### config.mk
export PLATFORM = sky130hd
export DESIGN_NAME = comma_lock_check_window
export DESIGN_NICKNAME = d
export VERILOG_FILES = /design/src/rtl/comma_lock_pkg.sv /design/src/rtl/comma_lock_check_window.sv
export SDC_FILE = /design/constraint.sdc
export NUM_CORES = 1
export LEC_CHECK = 0
export BUFFER_PORTS_ARGS = -buffer_cell sky130_fd_sc_hd__buf_2
export CAP_MARGIN = 20
export CELL_PAD_IN_SITES_DETAIL_PLACEMENT = 1
export CELL_PAD_IN_SITES_GLOBAL_PLACEMENT = 1
export CORE_MARGIN = 2
export CORE_UTILIZATION = 35
export CTS_BUF_LIST = sky130_fd_sc_hd__clkbuf_2
export DETAILED_ROUTE_END_ITERATION = 10
export GPL_TIMING_DRIVEN = 1
export MAX_ROUTING_LAYER = met4
export PLACE_DENSITY_LB_ADDON = 0.1
export SKIP_LAST_GASP = 1
export SLEW_MARGIN = 15
export SYNTH_ARGS = -nofsm -noshare
export SYNTH_HDL_FRONTEND = slang
export SYNTH_SLANG_ARGS = --single-unit
### constraint.sdc
create_clock -name sys_clk -period 6.1 [get_ports sys_clk]
set_input_delay 0 -clock sys_clk [delete_from_list [all_inputs] [get_ports sys_clk]]
set_output_delay 0 -clock sys_clk [all_outputs]
set_load 0.02 [all_outputs]
### src/rtl/comma_lock_pkg.sv
package comma_lock_pkg;

  // register offsets on the channel register port
  localparam logic [7:0] WINDOW_CFG_ADDR = 8'h90;  // comma_window_and_count_high
  localparam logic [7:0] MIN_LOW_ADDR    = 8'h91;  // comma_min_count_low
  localparam logic [7:0] SPARE_A_ADDR    = 8'h92;  // spare_reg_a
  localparam logic [7:0] SPARE_B_ADDR    = 8'h93;  // spare_reg_b

  // reset values
  localparam logic [7:0] WINDOW_CFG_RST = 8'h00;
  localparam logic [7:0] MIN_LOW_RST    = 8'h00;
  localparam logic [7:0] SPARE_RST      = 8'h00;

  // field positions inside the window configuration register
  localparam int EXP_MSB     = 7;  // comma_window_exponent [7:4]
  localparam int EXP_LSB     = 4;
  localparam int MIN_HI_MSB  = 3;  // comma_min_count [11:8]
  localparam int MIN_HI_LSB  = 0;

  // window sizing: bits = base << exponent
  localparam int BASE_SHIFT  = 5;  // 32 bits at exponent zero
  localparam int BITCNT_W    = 21; // holds 32 * 2^15 bits
  localparam int HITCNT_W    = 12; // width of comma_min_count

  // register port request
  typedef struct packed {
    logic [7:0] addr;  // register offset
    logic [7:0] wdata; // write data
    logic       wr;    // write strobe
    logic       rd;    // read strobe
  } regreq_type;

  // mode enables that live in other control registers
  typedef struct packed {
    logic commaLockEn;  // comma lock check mode
    logic sync66LockEn; // 64b/66b lock check mode
    logic lockIntrEn;   // comma or 64b/66b interrupt mode
    logic commaCheckEn; // comma counting enable
  } modes_type;

  // window sequencer states, one-hot
  typedef enum logic [1:0] {
    ST_IDLE = 2'b01,
    ST_RUN  = 2'b10
  } state_type;

endpackage : comma_lock_pkg

### src/rtl/comma_lock_check_window.sv
module comma_lock_check_window (
  input  wire logic                      sys_clk,     // 100 MHz clock
  input  wire logic                      srst,        // sync reset, active high
  input  wire comma_lock_pkg::regreq_type regReq,     // register access request
  output logic [7:0]                     regRdData,   // read data, valid cycle after rd
  input  wire comma_lock_pkg::modes_type modes,       // mode enables from control regs
  input  wire logic                      bitStrobe,   // one received bit per pulse
  input  wire logic                      commaSeen,   // comma pattern detected pulse
  input  wire logic                      syncToggle,  // 64b/66b sync-header transition pulse
  output logic                           lockOk,      // last window qualified, level
  output logic                           windowEnd,   // window closed, one-cycle pulse
  output logic                           windowFail   // window closed below minimum, pulse
);

  // register storage
  // every byte here is plain read/write; the two spares are kept as storage
  // so that software scratch use reads back what it wrote
  logic [7:0] windowCfg_ff, nxt_windowCfg;   // exponent and count high nibble
  logic [7:0] minLow_ff,    nxt_minLow;      // count low byte
  logic [7:0] spareA_ff,    nxt_spareA;      // plain storage
  logic [7:0] spareB_ff,    nxt_spareB;      // plain storage
  logic [7:0] rdData_ff,    nxt_rdData;      // registered read answer

  // window state
  // the bit counter is sized for the longest window, 32 << 15 bits, so the
  // top exponent setting never wraps the count before the window closes
  comma_lock_pkg::state_type state_ff, nxt_state;  // sequencer
  logic [comma_lock_pkg::BITCNT_W-1:0] bitCnt_ff, nxt_bitCnt;  // bits seen in window
  logic [comma_lock_pkg::HITCNT_W-1:0] hitCnt_ff, nxt_hitCnt;  // detections in window
  logic lockOk_ff, nxt_lockOk;          // qualified status
  logic windowEnd_ff, nxt_windowEnd;    // end pulse
  logic windowFail_ff, nxt_windowFail;  // fail pulse

  // decoded settings
  // these are pure decodes of the register flops and the pins; they feed
  // the sequencer only, never an output, so no extra stage is needed
  logic [3:0]                          windowExp;   // comma_window_exponent
  logic [comma_lock_pkg::HITCNT_W-1:0] minCount;    // comma_min_count
  logic [comma_lock_pkg::BITCNT_W-1:0] lastBit;     // index of final bit in window
  logic                                anyMode;     // some check mode active
  logic                                hitEvent;    // qualifying detection this cycle
  logic [comma_lock_pkg::HITCNT_W-1:0] hitsNow;     // count including this cycle

  // settings decode
  // a new exponent or minimum takes effect at once: a write in mid-window
  // changes the current judgement instead of waiting for the next window
  always_comb begin
    windowExp = windowCfg_ff[comma_lock_pkg::EXP_MSB:comma_lock_pkg::EXP_LSB];
    minCount  = {windowCfg_ff[comma_lock_pkg::MIN_HI_MSB:comma_lock_pkg::MIN_HI_LSB], minLow_ff};
    // 32 << exp, minus one for a zero-based bit index; the shift is done
    // at full counter width so the largest exponent keeps its top bit
    lastBit   = (comma_lock_pkg::BITCNT_W'(1) << (comma_lock_pkg::BASE_SHIFT + int'(windowExp)))
                - comma_lock_pkg::BITCNT_W'(1);
    // any one of the three check modes keeps the window running; the
    // comma checking enable alone only gates counting, not the window
    anyMode   = modes.commaLockEn | modes.sync66LockEn | modes.lockIntrEn;
    // 64b/66b mode counts header transitions against the same settings;
    // it takes priority, and the comma checking enable does not gate it,
    // so a channel in 64b/66b lock check never mixes the two event kinds
    if (modes.sync66LockEn) begin
      hitEvent = syncToggle;
    end else begin
      hitEvent = commaSeen & modes.commaCheckEn;
    end
    // saturate so a long window never wraps back below the minimum;
    // the saturated count still meets even the largest minimum, and a
    // minimum of zero passes every window
    if (hitEvent && (hitCnt_ff != '1)) begin
      hitsNow = hitCnt_ff + comma_lock_pkg::HITCNT_W'(1);
    end else begin
      hitsNow = hitCnt_ff;
    end
  end

  // register write and read decode
  // writes to offsets outside the four bytes are dropped without effect;
  // a write and a read of one offset in the same cycle return the old byte
  always_comb begin
    nxt_windowCfg = windowCfg_ff;
    nxt_minLow    = minLow_ff;
    nxt_spareA    = spareA_ff;
    nxt_spareB    = spareB_ff;
    nxt_rdData    = rdData_ff;
    // write side: one offset per cycle, byte wide, no partial writes
    if (regReq.wr) begin
      if (regReq.addr == comma_lock_pkg::WINDOW_CFG_ADDR) begin
        nxt_windowCfg = regReq.wdata;
      end else if (regReq.addr == comma_lock_pkg::MIN_LOW_ADDR) begin
        nxt_minLow = regReq.wdata;
      end else if (regReq.addr == comma_lock_pkg::SPARE_A_ADDR) begin
        nxt_spareA = regReq.wdata;
      end else if (regReq.addr == comma_lock_pkg::SPARE_B_ADDR) begin
        nxt_spareB = regReq.wdata;
      end
    end
    // read answer holds until the next read
    // the answer is registered, so it appears the cycle after the strobe
    if (regReq.rd) begin
      if (regReq.addr == comma_lock_pkg::WINDOW_CFG_ADDR) begin
        nxt_rdData = windowCfg_ff;
      end else if (regReq.addr == comma_lock_pkg::MIN_LOW_ADDR) begin
        nxt_rdData = minLow_ff;
      end else if (regReq.addr == comma_lock_pkg::SPARE_A_ADDR) begin
        nxt_rdData = spareA_ff;
      end else if (regReq.addr == comma_lock_pkg::SPARE_B_ADDR) begin
        nxt_rdData = spareB_ff;
      end else begin
        // reads outside the four bytes return zero rather than stale data
        nxt_rdData = 8'h00; // unmapped offsets read zero
      end
    end
  end

  // register storage flops
  // synchronous reset returns every byte to its reset value
  always_ff @(posedge sys_clk) begin
    if (srst) begin
      windowCfg_ff <= comma_lock_pkg::WINDOW_CFG_RST;
      minLow_ff    <= comma_lock_pkg::MIN_LOW_RST;
      spareA_ff    <= comma_lock_pkg::SPARE_RST;
      spareB_ff    <= comma_lock_pkg::SPARE_RST;
      // the read answer also clears, so a read right after reset sees zero
      rdData_ff    <= 8'h00;
    end else begin
      windowCfg_ff <= nxt_windowCfg;
      minLow_ff    <= nxt_minLow;
      spareA_ff    <= nxt_spareA;
      spareB_ff    <= nxt_spareB;
      rdData_ff    <= nxt_rdData;
    end
  end

  // window sequencer next state
  // pulses default low so they stand exactly one cycle; counters and the
  // lock level hold unless a branch below moves them
  // limitation: strobes in the cycle a mode first rises are not counted,
  // the first window starts one cycle later
  always_comb begin
    nxt_state      = state_ff;
    nxt_bitCnt     = bitCnt_ff;
    nxt_hitCnt     = hitCnt_ff;
    nxt_lockOk     = lockOk_ff;
    nxt_windowEnd  = 1'b0;
    nxt_windowFail = 1'b0;
    case (state_ff)
      comma_lock_pkg::ST_IDLE: begin
        // no mode enabled: nothing is judged, status stays clear
        // counters are held at zero so the next window starts clean
        nxt_bitCnt = '0;
        nxt_hitCnt = '0;
        nxt_lockOk = 1'b0;
        if (anyMode) begin
          nxt_state = comma_lock_pkg::ST_RUN;
        end
      end
      comma_lock_pkg::ST_RUN: begin
        // every mode dropped: abandon the window, clear the status
        if (!anyMode) begin
          nxt_state  = comma_lock_pkg::ST_IDLE;
          nxt_bitCnt = '0;
          nxt_hitCnt = '0;
          nxt_lockOk = 1'b0;
        end else if (bitStrobe && (bitCnt_ff >= lastBit)) begin
          // >= covers a shrink of the window mid-way; an event in this
          // closing cycle still counts, hence the judgement on hitsNow
          nxt_windowEnd  = 1'b1;
          nxt_lockOk     = (hitsNow >= minCount);
          nxt_windowFail = (hitsNow < minCount);
          nxt_bitCnt     = '0;
          nxt_hitCnt     = '0;
          // the next strobe is bit zero of the following window
        end else begin
          // inside the window: count events and received bits
          nxt_hitCnt = hitsNow;
          // only received bits advance the window, idle cycles do not
          if (bitStrobe) begin
            nxt_bitCnt = bitCnt_ff + comma_lock_pkg::BITCNT_W'(1);
          end
        end
      end
      default: begin
        // illegal code: fall back to idle, status cleared there
        nxt_state = comma_lock_pkg::ST_IDLE;
      end
    endcase
  end

  // window sequencer flops
  // reset leaves the sequencer idle with every status output low
  always_ff @(posedge sys_clk) begin
    if (srst) begin
      state_ff      <= comma_lock_pkg::ST_IDLE;
      bitCnt_ff     <= '0;
      hitCnt_ff     <= '0;
      lockOk_ff     <= 1'b0;
      windowEnd_ff  <= 1'b0;
      windowFail_ff <= 1'b0;
    end else begin
      state_ff      <= nxt_state;
      bitCnt_ff     <= nxt_bitCnt;
      hitCnt_ff     <= nxt_hitCnt;
      lockOk_ff     <= nxt_lockOk;
      windowEnd_ff  <= nxt_windowEnd;
      windowFail_ff <= nxt_windowFail;
    end
  end

  // outputs straight from flops
  // lockOk is a level that stands until the next close or until every
  // mode drops; windowEnd and windowFail are single-cycle pulses
  // no output passes through logic between its flop and the port
  assign regRdData  = rdData_ff;
  assign lockOk     = lockOk_ff;
  assign windowEnd  = windowEnd_ff;
  assign windowFail = windowFail_ff;

endmodule : comma_lock_check_window

Word-level counts from Yosys, hierarchy flattened:

Cells that the tools add are included.

* input port bits: 27
* bits in registers: 78
* word-level logic and storage cells: 71
* output and inout bits: 11

* equality and inequality tests: 11
* shifts and indexed selects: 1
* $add $sub $neg: 4
* multiplexer cells: 20
* magnitude comparators: 3
* reduce and logical (&&, ||, !) cells: 12
* bitwise gates (word level): 9

Operator list (count)
* $mux W21: 3
* $pmux W21 S2: 1
* $mux W12: 3
* $eq A8 B8 Y1 const B: 4
* $mux W8: 4
* $pmux W12 S2: 1
* $add A21 B1 Y21 const B: 1
* $ge A21 B21 Y1: 1
* $shl A1 B5 Y21 const A: 1
* $sub A21 B2 Y21 const B: 1
* $add A12 B1 Y12 const B: 1
* $ge A12 B12 Y1: 1
* $lt A12 B12 Y1: 1
* $ne A12 B12 Y1 const B: 1
* $reduce_and A2 Y1: 4
* $not A1 Y1: 6
* $add A3 B4 Y5 const A: 1
* $reduce_and A5 Y1: 1
* $mux W1: 4
* $mux W2: 2
* $ne A2 B2 Y1 const B: 2
* $ne A4 B4 Y1 const B: 1
* $pmux W2 S2: 1
* $reduce_and A4 Y1: 1
* other kinds (11): 13

Longest topological paths before layout:

Gate-level depths: netlist of the first run.

* depth after elaboration: 8
* depth in mapped cells: 14
* gate-level depth less buffers: 14

Worst setup path before layout of the first run:

No wires, ideal clock.

* path type: register to register
* start: register windowCfg_ff[7]
* end: register bitCnt_ff[6] in the netlist's numbering
* stages on the path, launching flop included: 13
* data required time: 6.026 ns
* data arrival time: 2.814 ns
* path buffers: 3
* path slack: 3.212 ns
* period minus slack after synthesis: 2.888 ns
* setup time: 0.074 ns
* cell sequence: dfxtp_1 > clkbuf_1 > buf_1 > a21oi_1 > ha_1 > a21oi_1 > o21ai_0 > a21oi_1 > nand3_1 > or4_1 > buf_2 > or3b_1 > a31oi_1

* word-level cells in the longest chain between the ends: 8
* elaborated cells on any way between the ends: 10
* those cells by class: add/sub: 2; order compare: 1; eq/ne: 1; shift: 1; mux: 3; reduce/logical: 2

RTL lines
* start: declaration: line comma_lock_check_window.sv:18 `logic [7:0] windowCfg_ff, nxt_windowCfg;`
* start signal: assignment: line comma_lock_check_window.sv:118 `windowCfg_ff <= comma_lock_pkg::WINDOW_CFG_RST;`
* start signal: assignment: line comma_lock_check_window.sv:125 `windowCfg_ff <= nxt_windowCfg;`
* $add A3 B4 Y5 (*): line comma_lock_check_window.sv:52 `lastBit = (comma_lock_pkg::BITCNT_W'(1) << (comma_lock_pkg::BASE_SHIFT + int'(windowExp)))`
* $shl A1 B5 Y21 (*): line comma_lock_check_window.sv:52
* $sub A21 B2 Y21 (*): line comma_lock_check_window.sv:53 `- comma_lock_pkg::BITCNT_W'(1);`
* $ge A21 B21 Y1 (*): line comma_lock_check_window.sv:163 `end else if (bitStrobe && (bitCnt_ff >= lastBit)) begin`
* $logic_and A1 B1 Y1 (*): line comma_lock_check_window.sv:163
* $mux W21: line comma_lock_check_window.sv:163
* $mux W21: line comma_lock_check_window.sv:158 `if (!anyMode) begin`
* $pmux W21 S2: line comma_lock_check_window.sv:145 `case (state_ff)`
* end signal: assignment: line comma_lock_check_window.sv:200 `bitCnt_ff <= nxt_bitCnt;`
* end: declaration: line comma_lock_check_window.sv:28 `logic [comma_lock_pkg::BITCNT_W-1:0] bitCnt_ff, nxt_bitCnt;`

Every way passes the cells marked *; elsewhere a longest branch is shown, timed or not.
A chain may end at the register's enable or synchronous reset.

Final worst setup path of the first run:

* start: register windowCfg_ff[6]
* end: register windowEnd_ff, in the netlist windowEnd

* word-level cells in the longest chain between the ends: 6

RTL lines
* $add A3 B4 Y5: line comma_lock_check_window.sv:52
* $shl A1 B5 Y21: line comma_lock_check_window.sv:52
* $sub A21 B2 Y21: line comma_lock_check_window.sv:53
* $ge A21 B21 Y1: line comma_lock_check_window.sv:163
* $logic_and A1 B1 Y1: line comma_lock_check_window.sv:163
* $mux W1: line comma_lock_check_window.sv:163
* end signal: assignment: line comma_lock_check_window.sv:203 `windowEnd_ff <= nxt_windowEnd;`
* end: declaration: line comma_lock_check_window.sv:31 `logic windowEnd_ff, nxt_windowEnd;`

Every way passes these cells.

==> key figures, run 1 <==
Outcome
  • Status: complete, no violations

Cells and area
  • Layout area overhead: 16.1%
  • Final Core Density: 41.8%
  • Fillers: 1557
  • Share of cells above drive strength 1: 11.5%
  • Non-Filler Instances: 773
  • Diode count: 0
  • Final instance area: 5270 µm²
  • Fin nets: 662

CTS
  • TritonCTS Buffers: 9
  • Worst-path clk slew: 0.25 ns
  • CTS Hold Buffers Added: 27
  • H-tree depth: 3
  • Sink Count: 78
  • Setup bufs post-CTS: 0
  • Resized cells post-CTS: 0
  • Max Root-Sink Buffers: 2
  • CTS tree: built
  • Clock Latency Late Sink: 0.59 ns
  • Root buf cell: clkbuf_2

Yosys
  • Synth async-reset ratio: 0%
  • Register area share after synthesis: 34.4%
  • Syn Area/Cell: 8.40 µm²
  • Synth top area share: 34.4%
  • Syn. warnings: 0
  • Synthesized instance count: 541
  • Post-synth cell types: 53
  • Number of synthesized flops with an enable pin: 0
  • Synth area leaders: dfxtp_1 (34%), ha_1 (10%), mux2i_1 (9.3%), nor2_1 (6.0%), a21oi_1 (4.4%)
  • Most used flip-flop cell after synthesis: dfxtp_1
  • Cell area after synthesis: 4540 µm²
  • Largest area contributor in the netlist: dfxtp_1
  • Post-synthesis register bit count: 78

Min path
  • Worst hold-check path type: in2reg
  • Hold EP: spareA_ff[1]
  • Worst hold path stage count: 2
  • HP Start: srst

Setup path
  • Crit-path max cell delay: 0.73 ns
  • Critical path type: reg2reg
  • CP Data Arrival Time: 3.88 ns
  • CP max-delay cell: dfxtp_1
  • Crit path top cell by count: nand2_1
  • Nature of the critical path startpoint: flop
  • Worst EP required: 6.67 ns
  • CP Cell Sequence: nor2_1, o21ai_0, nand2_1, ha_1, nand4_1, nor4_1, o311a_1, o31a_2, nand2_1, dlygate4sd3_1, inv_1
  • Cell family contributing the most delay on the critical path: simple AND/OR/NAND/NOR gates
  • Worst reg2reg path startpoint: windowCfg_ff[6]
  • CP bufs+invs: 2
  • R2r endpoint: windowEnd
  • Critical Path Sink Type: flop
  • FF-to-FF path depth: 11
  • R2R Setup Slk: 2.79 ns
  • Max FO, Critical Path: 18

Timing
  • Final hold vios: 0
  • Worst rel slew slack: 29.6%
  • Setup TNS Final: 0 ns
  • Slew of the pin with the lowest slew margin: 1.06 ns
  • Fmax: 0.303 GHz
  • Final Cycle Share: 54.2%
  • Fin Clk Skew: 0.0411 ns
  • Final hold slack: 0.0827 ns
  • Final Setup Violations: 0
  • Slew Viols, Final: 0
  • PnR worst setup slack: 2.79 ns
  • Final Critical Period: 3.31 ns
  • RSZ-0062 raised after global routing: false

Detailed routing
  • Top Layer Used: met4
  • Met3 Wirelength: 365 µm
  • M1 WL: 5640 µm
  • Met2 routed WL: 6080 µm
  • DR pass1 iterations: 5
  • Via density: 5.14
  • Post-route ant nets: 0
  • Final wirelength: 12200 µm
  • # DRC: 0
  • DRC marker count from the first detailed-route iteration: 192
  • Total number of vias: 3977
  • Wire per inst: 15.8 µm

Pwr
  • Max rail drop VDD: 0.000113 V
  • P per Cell Area: 195 nW/µm²
  • Leakage power: 2.11 nW
  • Total Power: 1.03 mW

Floorplan
  • Boundary pin count: 38
  • Core area: 12600 µm²
  • Rows: 41
  • DIE HEIGHT: 118 µm
  • Total die area: 13900 µm²
  • Starting Density: 36.0%
  • Die W: 118 µm

Global route
  • Vias in the first global route: 4116
  • Largest net degree at the start of global routing: 55
  • Initial antenna violation count: 0
  • Global-route wire length before repair: 20700 µm
  • Grt total ovfl: 0
  • All-Layer GR Usage: 19.2%

Place
  • IO buf count: 37
  • Placed cell area: 4870 µm²
  • Dpl cells: 731
  • Pre-CTS setup slack: 2.84 ns
  • Final GP Congestion: 0.841
  • Post-detail-place hpwl: 9090 µm

Job
  • Max cap viols: 0
-- flip-flops by register name, indices dropped and copies added (netlist names) --
| name | flops |
|---|---|
| windowEnd | 1 |
| windowFail | 1 |
| regRdData | 8 |
| bitCnt_ff | 21 |
| hitCnt_ff | 12 |
| lockOk | 1 |
| state_ff | 2 |
| minLow_ff | 8 |
| spareB_ff | 8 |
| spareA_ff | 8 |
| windowCfg_ff | 8 |
-- area by class of cell --
type	instances	area, µm²	share of cell area, %
Clock inverter	6	87.6	1.66
Sequential cell	78	1560	29.6
Inverter	29	109	2.06
Clock buffer	9	45.0	0.854
Tap cell	172	215	4.08
Timing Repair Buffer	65	463	8.78
Multi-Input combinational cell	414	2790	53.0
-- power by group --
part / total (mW) / switching [mW] / leakage, nW / internal [mW]
registers: 0.528 / 0.00791 / 0.629 / 0.520
clock network: 0.331 / 0.199 / 0.0716 / 0.132
logic: 0.171 / 0.109 / 1.41 / 0.0621
-- worst max path at each step --
stage	start	to	slack (ns)	depth (start not counted)
floorplan	windowCfg_ff[7]	bitCnt_ff[6]	3.21	12
global placement	windowCfg_ff[7]	bitCnt_ff[6]	2.92	10
detailed placement	windowCfg_ff[7]	bitCnt_ff[6]	2.84	10
CTS	windowCfg_ff[6]	windowEnd	2.70	11
global route	windowCfg_ff[6]	windowEnd	2.43	11
finish	windowCfg_ff[6]	windowEnd	2.79	11
-- logic make-up after synthesis --
| logic type | count (synthesis) | synth area share, % |
|---|---|---|
| compound gates | 104 | 15.0 |
| fa+ha+maj | 38 | 10.5 |
| xor+xnor | 27 | 5.21 |
| other cells | 2 | 0.165 |
| buf+inv | 51 | 4.30 |
| mux | 44 | 9.75 |
| flops | 78 | 34.4 |
| simple gates | 197 | 20.8 |
-- placed cells by master, fill, tap and decap left out, types with 4 or more instances in the layout --
| master | count |
|---|---|
| a21o_1 | 7 |
| a21oi_1 | 40 |
| a22o_1 | 7 |
| buf_2 | 37 |
| clkbuf_2 | 9 |
| conb_1 | 4 |
| dfxtp_1 | 78 |
| dlygate4sd3_1 | 27 |
| ha_1 | 38 |
| inv_1 | 29 |
| mux2i_1 | 42 |
| nand2_1 | 41 |
| nand3_1 | 24 |
| nand3b_1 | 4 |
| nand4_1 | 9 |
| nor2_1 | 72 |
| nor2b_1 | 4 |
| nor3_1 | 13 |
| o21ai_0 | 18 |
| o221a_2 | 4 |
| o31ai_1 | 4 |
| or3_1 | 4 |
| xnor2_1 | 11 |
| xor2_1 | 16 |
-- metal layers --
metal,track usage (%),up-vias
met2,32.5,29
met1,23.1,1925
met3,4.65,8
met4,4.07,0
li1,-,2015
met5,-,-
-- Yosys cell counts (all sizes together) (6+ instances only) --
library cell   n
a21o          10
clkbuf        16
nor3          13
nand4          9
mux2i         42
o21ai         20
xnor2         11
nor2          74
dfxtp         78
o31ai          6
xor2          16
ha            38
nand3         24
buf            6
inv           29
a21oi         41
nand2         41
a22o           7
(Power assumes the default switching activity.)
==> inputs of run 2 (changes only) <==
Clock period 6.1 ns to 3.3 ns, I/O delays scaled along.
==> run 2 against run 1 <==
Sequential cell count did not move. Clock power rose by 68%. Largest power group unchanged. Critical path type unchanged. Power rose by 81%. Largest cell class unchanged. Cell count rose by 2.1%.
==> key figures, run 2 (synthesis gave the netlist of run 1 again) <==
Pwr
  • Total Power: 1.86 mW (+81%)
  • P per Cell Area: 344 nW/µm² (+76%)
  • Leakage power: 2.19 nW (+3.8%)
  • Max rail drop VDD: 0.000208 V (+84%)

Detailed routing
  • Final wirelength: 12700 µm (+4.1%)
  • Post-route ant nets: 0 (unchanged)
  • DR pass1 iterations: 4 (-1)
  • Wire per inst: 16.1 µm (+2.0%)
  • # DRC: 0 (unchanged)
  • Total number of vias: 4020 (+1.1%)
  • DRC marker count from the first detailed-route iteration: 203 (+5.7%)
  • Via density: 5.10 (-0.97%)

Global route
  • Initial antenna violation count: 0 (unchanged)
  • All-Layer GR Usage: 19.7% (+0.53 points)
  • Grt total ovfl: 0 (unchanged)
  • Vias in the first global route: 4194 (+1.9%)
  • Largest net degree at the start of global routing: 55 (unchanged)
  • Global-route wire length before repair: 21300 µm (+2.9%)

Setup path
  • CP max-delay cell: dfxtp_2
  • CP bufs+invs: 1 (-1)
  • CP Data Arrival Time: 3.64 ns (-0.24 ns)
  • Cell family contributing the most delay on the critical path: compound AO/OA/AOI/OAI gates
  • Critical Path Sink Type: flop
  • Critical path type: reg2reg
  • Worst EP required: 3.80 ns (-2.87 ns)
  • Max FO, Critical Path: 5 (-13)
  • Crit-path max cell delay: 0.41 ns (-0.32 ns)
  • CP Cell Sequence: ha_1, nand3_1, nor3_2, a21oi_2, buf_4, mux2_2, ha_1, nor2b_1, o21a_1, o21a_1, o21ai_0, o211ai_1, a21oi_2, o21ai_0
  • Nature of the critical path startpoint: flop

Cells and area
  • Storage cell area: 1570 µm² (+0.32%)
  • Fin nets: 677 (+2.3%)
  • Multi-input gate area: 2810 µm² (+0.63%)
  • Diode count: 0 (unchanged)
  • Most frequent cells in the layout: dfxtp_1 (74), nor2_1 (72), mux2i_1 (42)
  • Fillers: 1587 (+1.9%)
  • Layout area overhead: 19.1%
  • Share of cells above drive strength 1: 14.1% (+2.6 points)
  • Register with the most flip-flops: bitCnt_ff
  • Most common cell after layout, fill and taps aside: dfxtp_1
  • Final Core Density: 42.9% (+1.1 points)
  • Largest register FFs: 21 (unchanged)
  • Final instance area: 5410 µm² (+2.5%)
  • Largest regs: bitCnt_ff x21, hitCnt_ff x12

Floorplan
  • Rows: 41 (unchanged)
  • Core area: 12600 µm² (unchanged)
  • Total die area: 13900 µm² (unchanged)
  • Boundary pin count: 38 (unchanged)
  • DIE HEIGHT: 118 µm (unchanged)
  • Die W: 118 µm (unchanged)
  • Starting Density: 36.0% (unchanged)

Timing
  • Fmax: 0.319 GHz (+5.5%)
  • Final Setup Violations: 0 (unchanged)
  • Final Cycle Share: 94.9% (+41 points)
  • Final hold vios: 0 (unchanged)
  • Fin Clk Skew: 0.0504 ns (+0.00926 ns)
  • Slew of the pin with the lowest slew margin: 1.03 ns (-0.0311 ns)
  • PnR worst setup slack: 0.168 ns (-2.63 ns)
  • Worst rel slew slack: 31.6% (+2.1 points)
  • RSZ-0062 raised after global routing: false
  • Slew Viols, Final: 0 (unchanged)
  • Final Critical Period: 3.13 ns (-0.173 ns)

CTS
  • Root buf cell: clkbuf_2
  • Max Root-Sink Buffers: 2 (unchanged)
  • CTS tree: built
  • Clock Latency Late Sink: 0.61 ns (+0.02 ns)
  • Sink Count: 78 (unchanged)
  • TritonCTS Buffers: 9 (unchanged)
  • H-tree depth: 3 (unchanged)
  • Worst-path clk slew: 0.26 ns (about the same)

Min path
  • Worst hold-check path type: in2reg

Place
  • Post-detail-place hpwl: 9240 µm (+1.6%)
  • Pre-CTS setup slack: -0.119 ns (-2.96 ns)
  • IO buf count: 37 (unchanged)
  • Placed cell area: 4890 µm² (+0.31%)
  • Final GP Congestion: 0.860 (+2.3%)

Outcome
  • Status: complete, no violations

Job
  • Max cap viols: 0 (unchanged)
-- run 2: cell count changes in the layout (fill, tap and decap cells not counted), moves of 2 or more --
cell and change:
buf_4 +10, dlygate4sd3_1 +5, dfxtp_1 -4, dfxtp_2 +4, clkinv_2 +2
-- run 2: metal layers --
metal / track usage, % / wire length (µm)
met5: - / 0
met4: 4.07 / 99
met3: 4.51 / 291
met2: 32.9 / 6330
met1: 24.4 / 5970
-- run 2: final cells by class --
cell class                      instances  share of cell area, %
Clock buffer                            9                  0.833
Clock inverter                          7                   1.37
Inverter                               29                   2.01
Multi-Input combinational cell        414                   52.0
Sequential cell                        78                   29.0
Tap cell                              172                   3.98
Timing Repair Buffer                   80                   10.9
-- run 2: tightest hold or removal path: stages --
cell and delay (ns):
buf_2 0.12, o31ai_2 0.13, nor2_1 0.10, nor2_1 0.09, nand2_1 0.09, xor2_1 0.06
nor2_1 0.09
-- run 2: repair_timing --
action,in CTS,in global routing
setup buffers,4,4
gates resized for setup,0,7
gates cloned,0,0
hold buffers,32,0
pin swaps,1,1
setup endpoints to repair,1,22
endpoints found under the hold margin,55,0
-- run 2: report_power, final --
group	internal (mW)	total [mW]	switching (mW)	leakage, nW
sequential	0.961	0.975	0.0138	0.631
combinational	0.125	0.327	0.202	1.48
clock	0.177	0.557	0.379	0.0723
total	1.26	1.86	0.595	2.19
-- run 2: metrics by stage --
| stage | hold WS (ns) | TNS [ns] | cells |
|---|---|---|---|
| global route | 0.0776 | 0 | 789 |
| detailed placement | 0.307 | -0.119 | 733 |
| finish | 0.104 | 0 | 789 |
| floorplan | 0.144 | 0 | 543 |
| CTS | 0.0331 | 0 | 785 |
| global placement | 0.305 | -0.131 | 733 |
-- run 2: final timing paths --
kind,startpoint,depth (start not counted),slack (ns),endpoint
setup / recovery,hitCnt_ff[0],14,0.17,lockOk
hold / removal,modes[2],7,0.10,bitCnt_ff[2]
setup reg to reg,hitCnt_ff[0],14,0.17,lockOk
hold reg to reg,windowCfg_ff[3],2,0.47,windowCfg_ff[3]
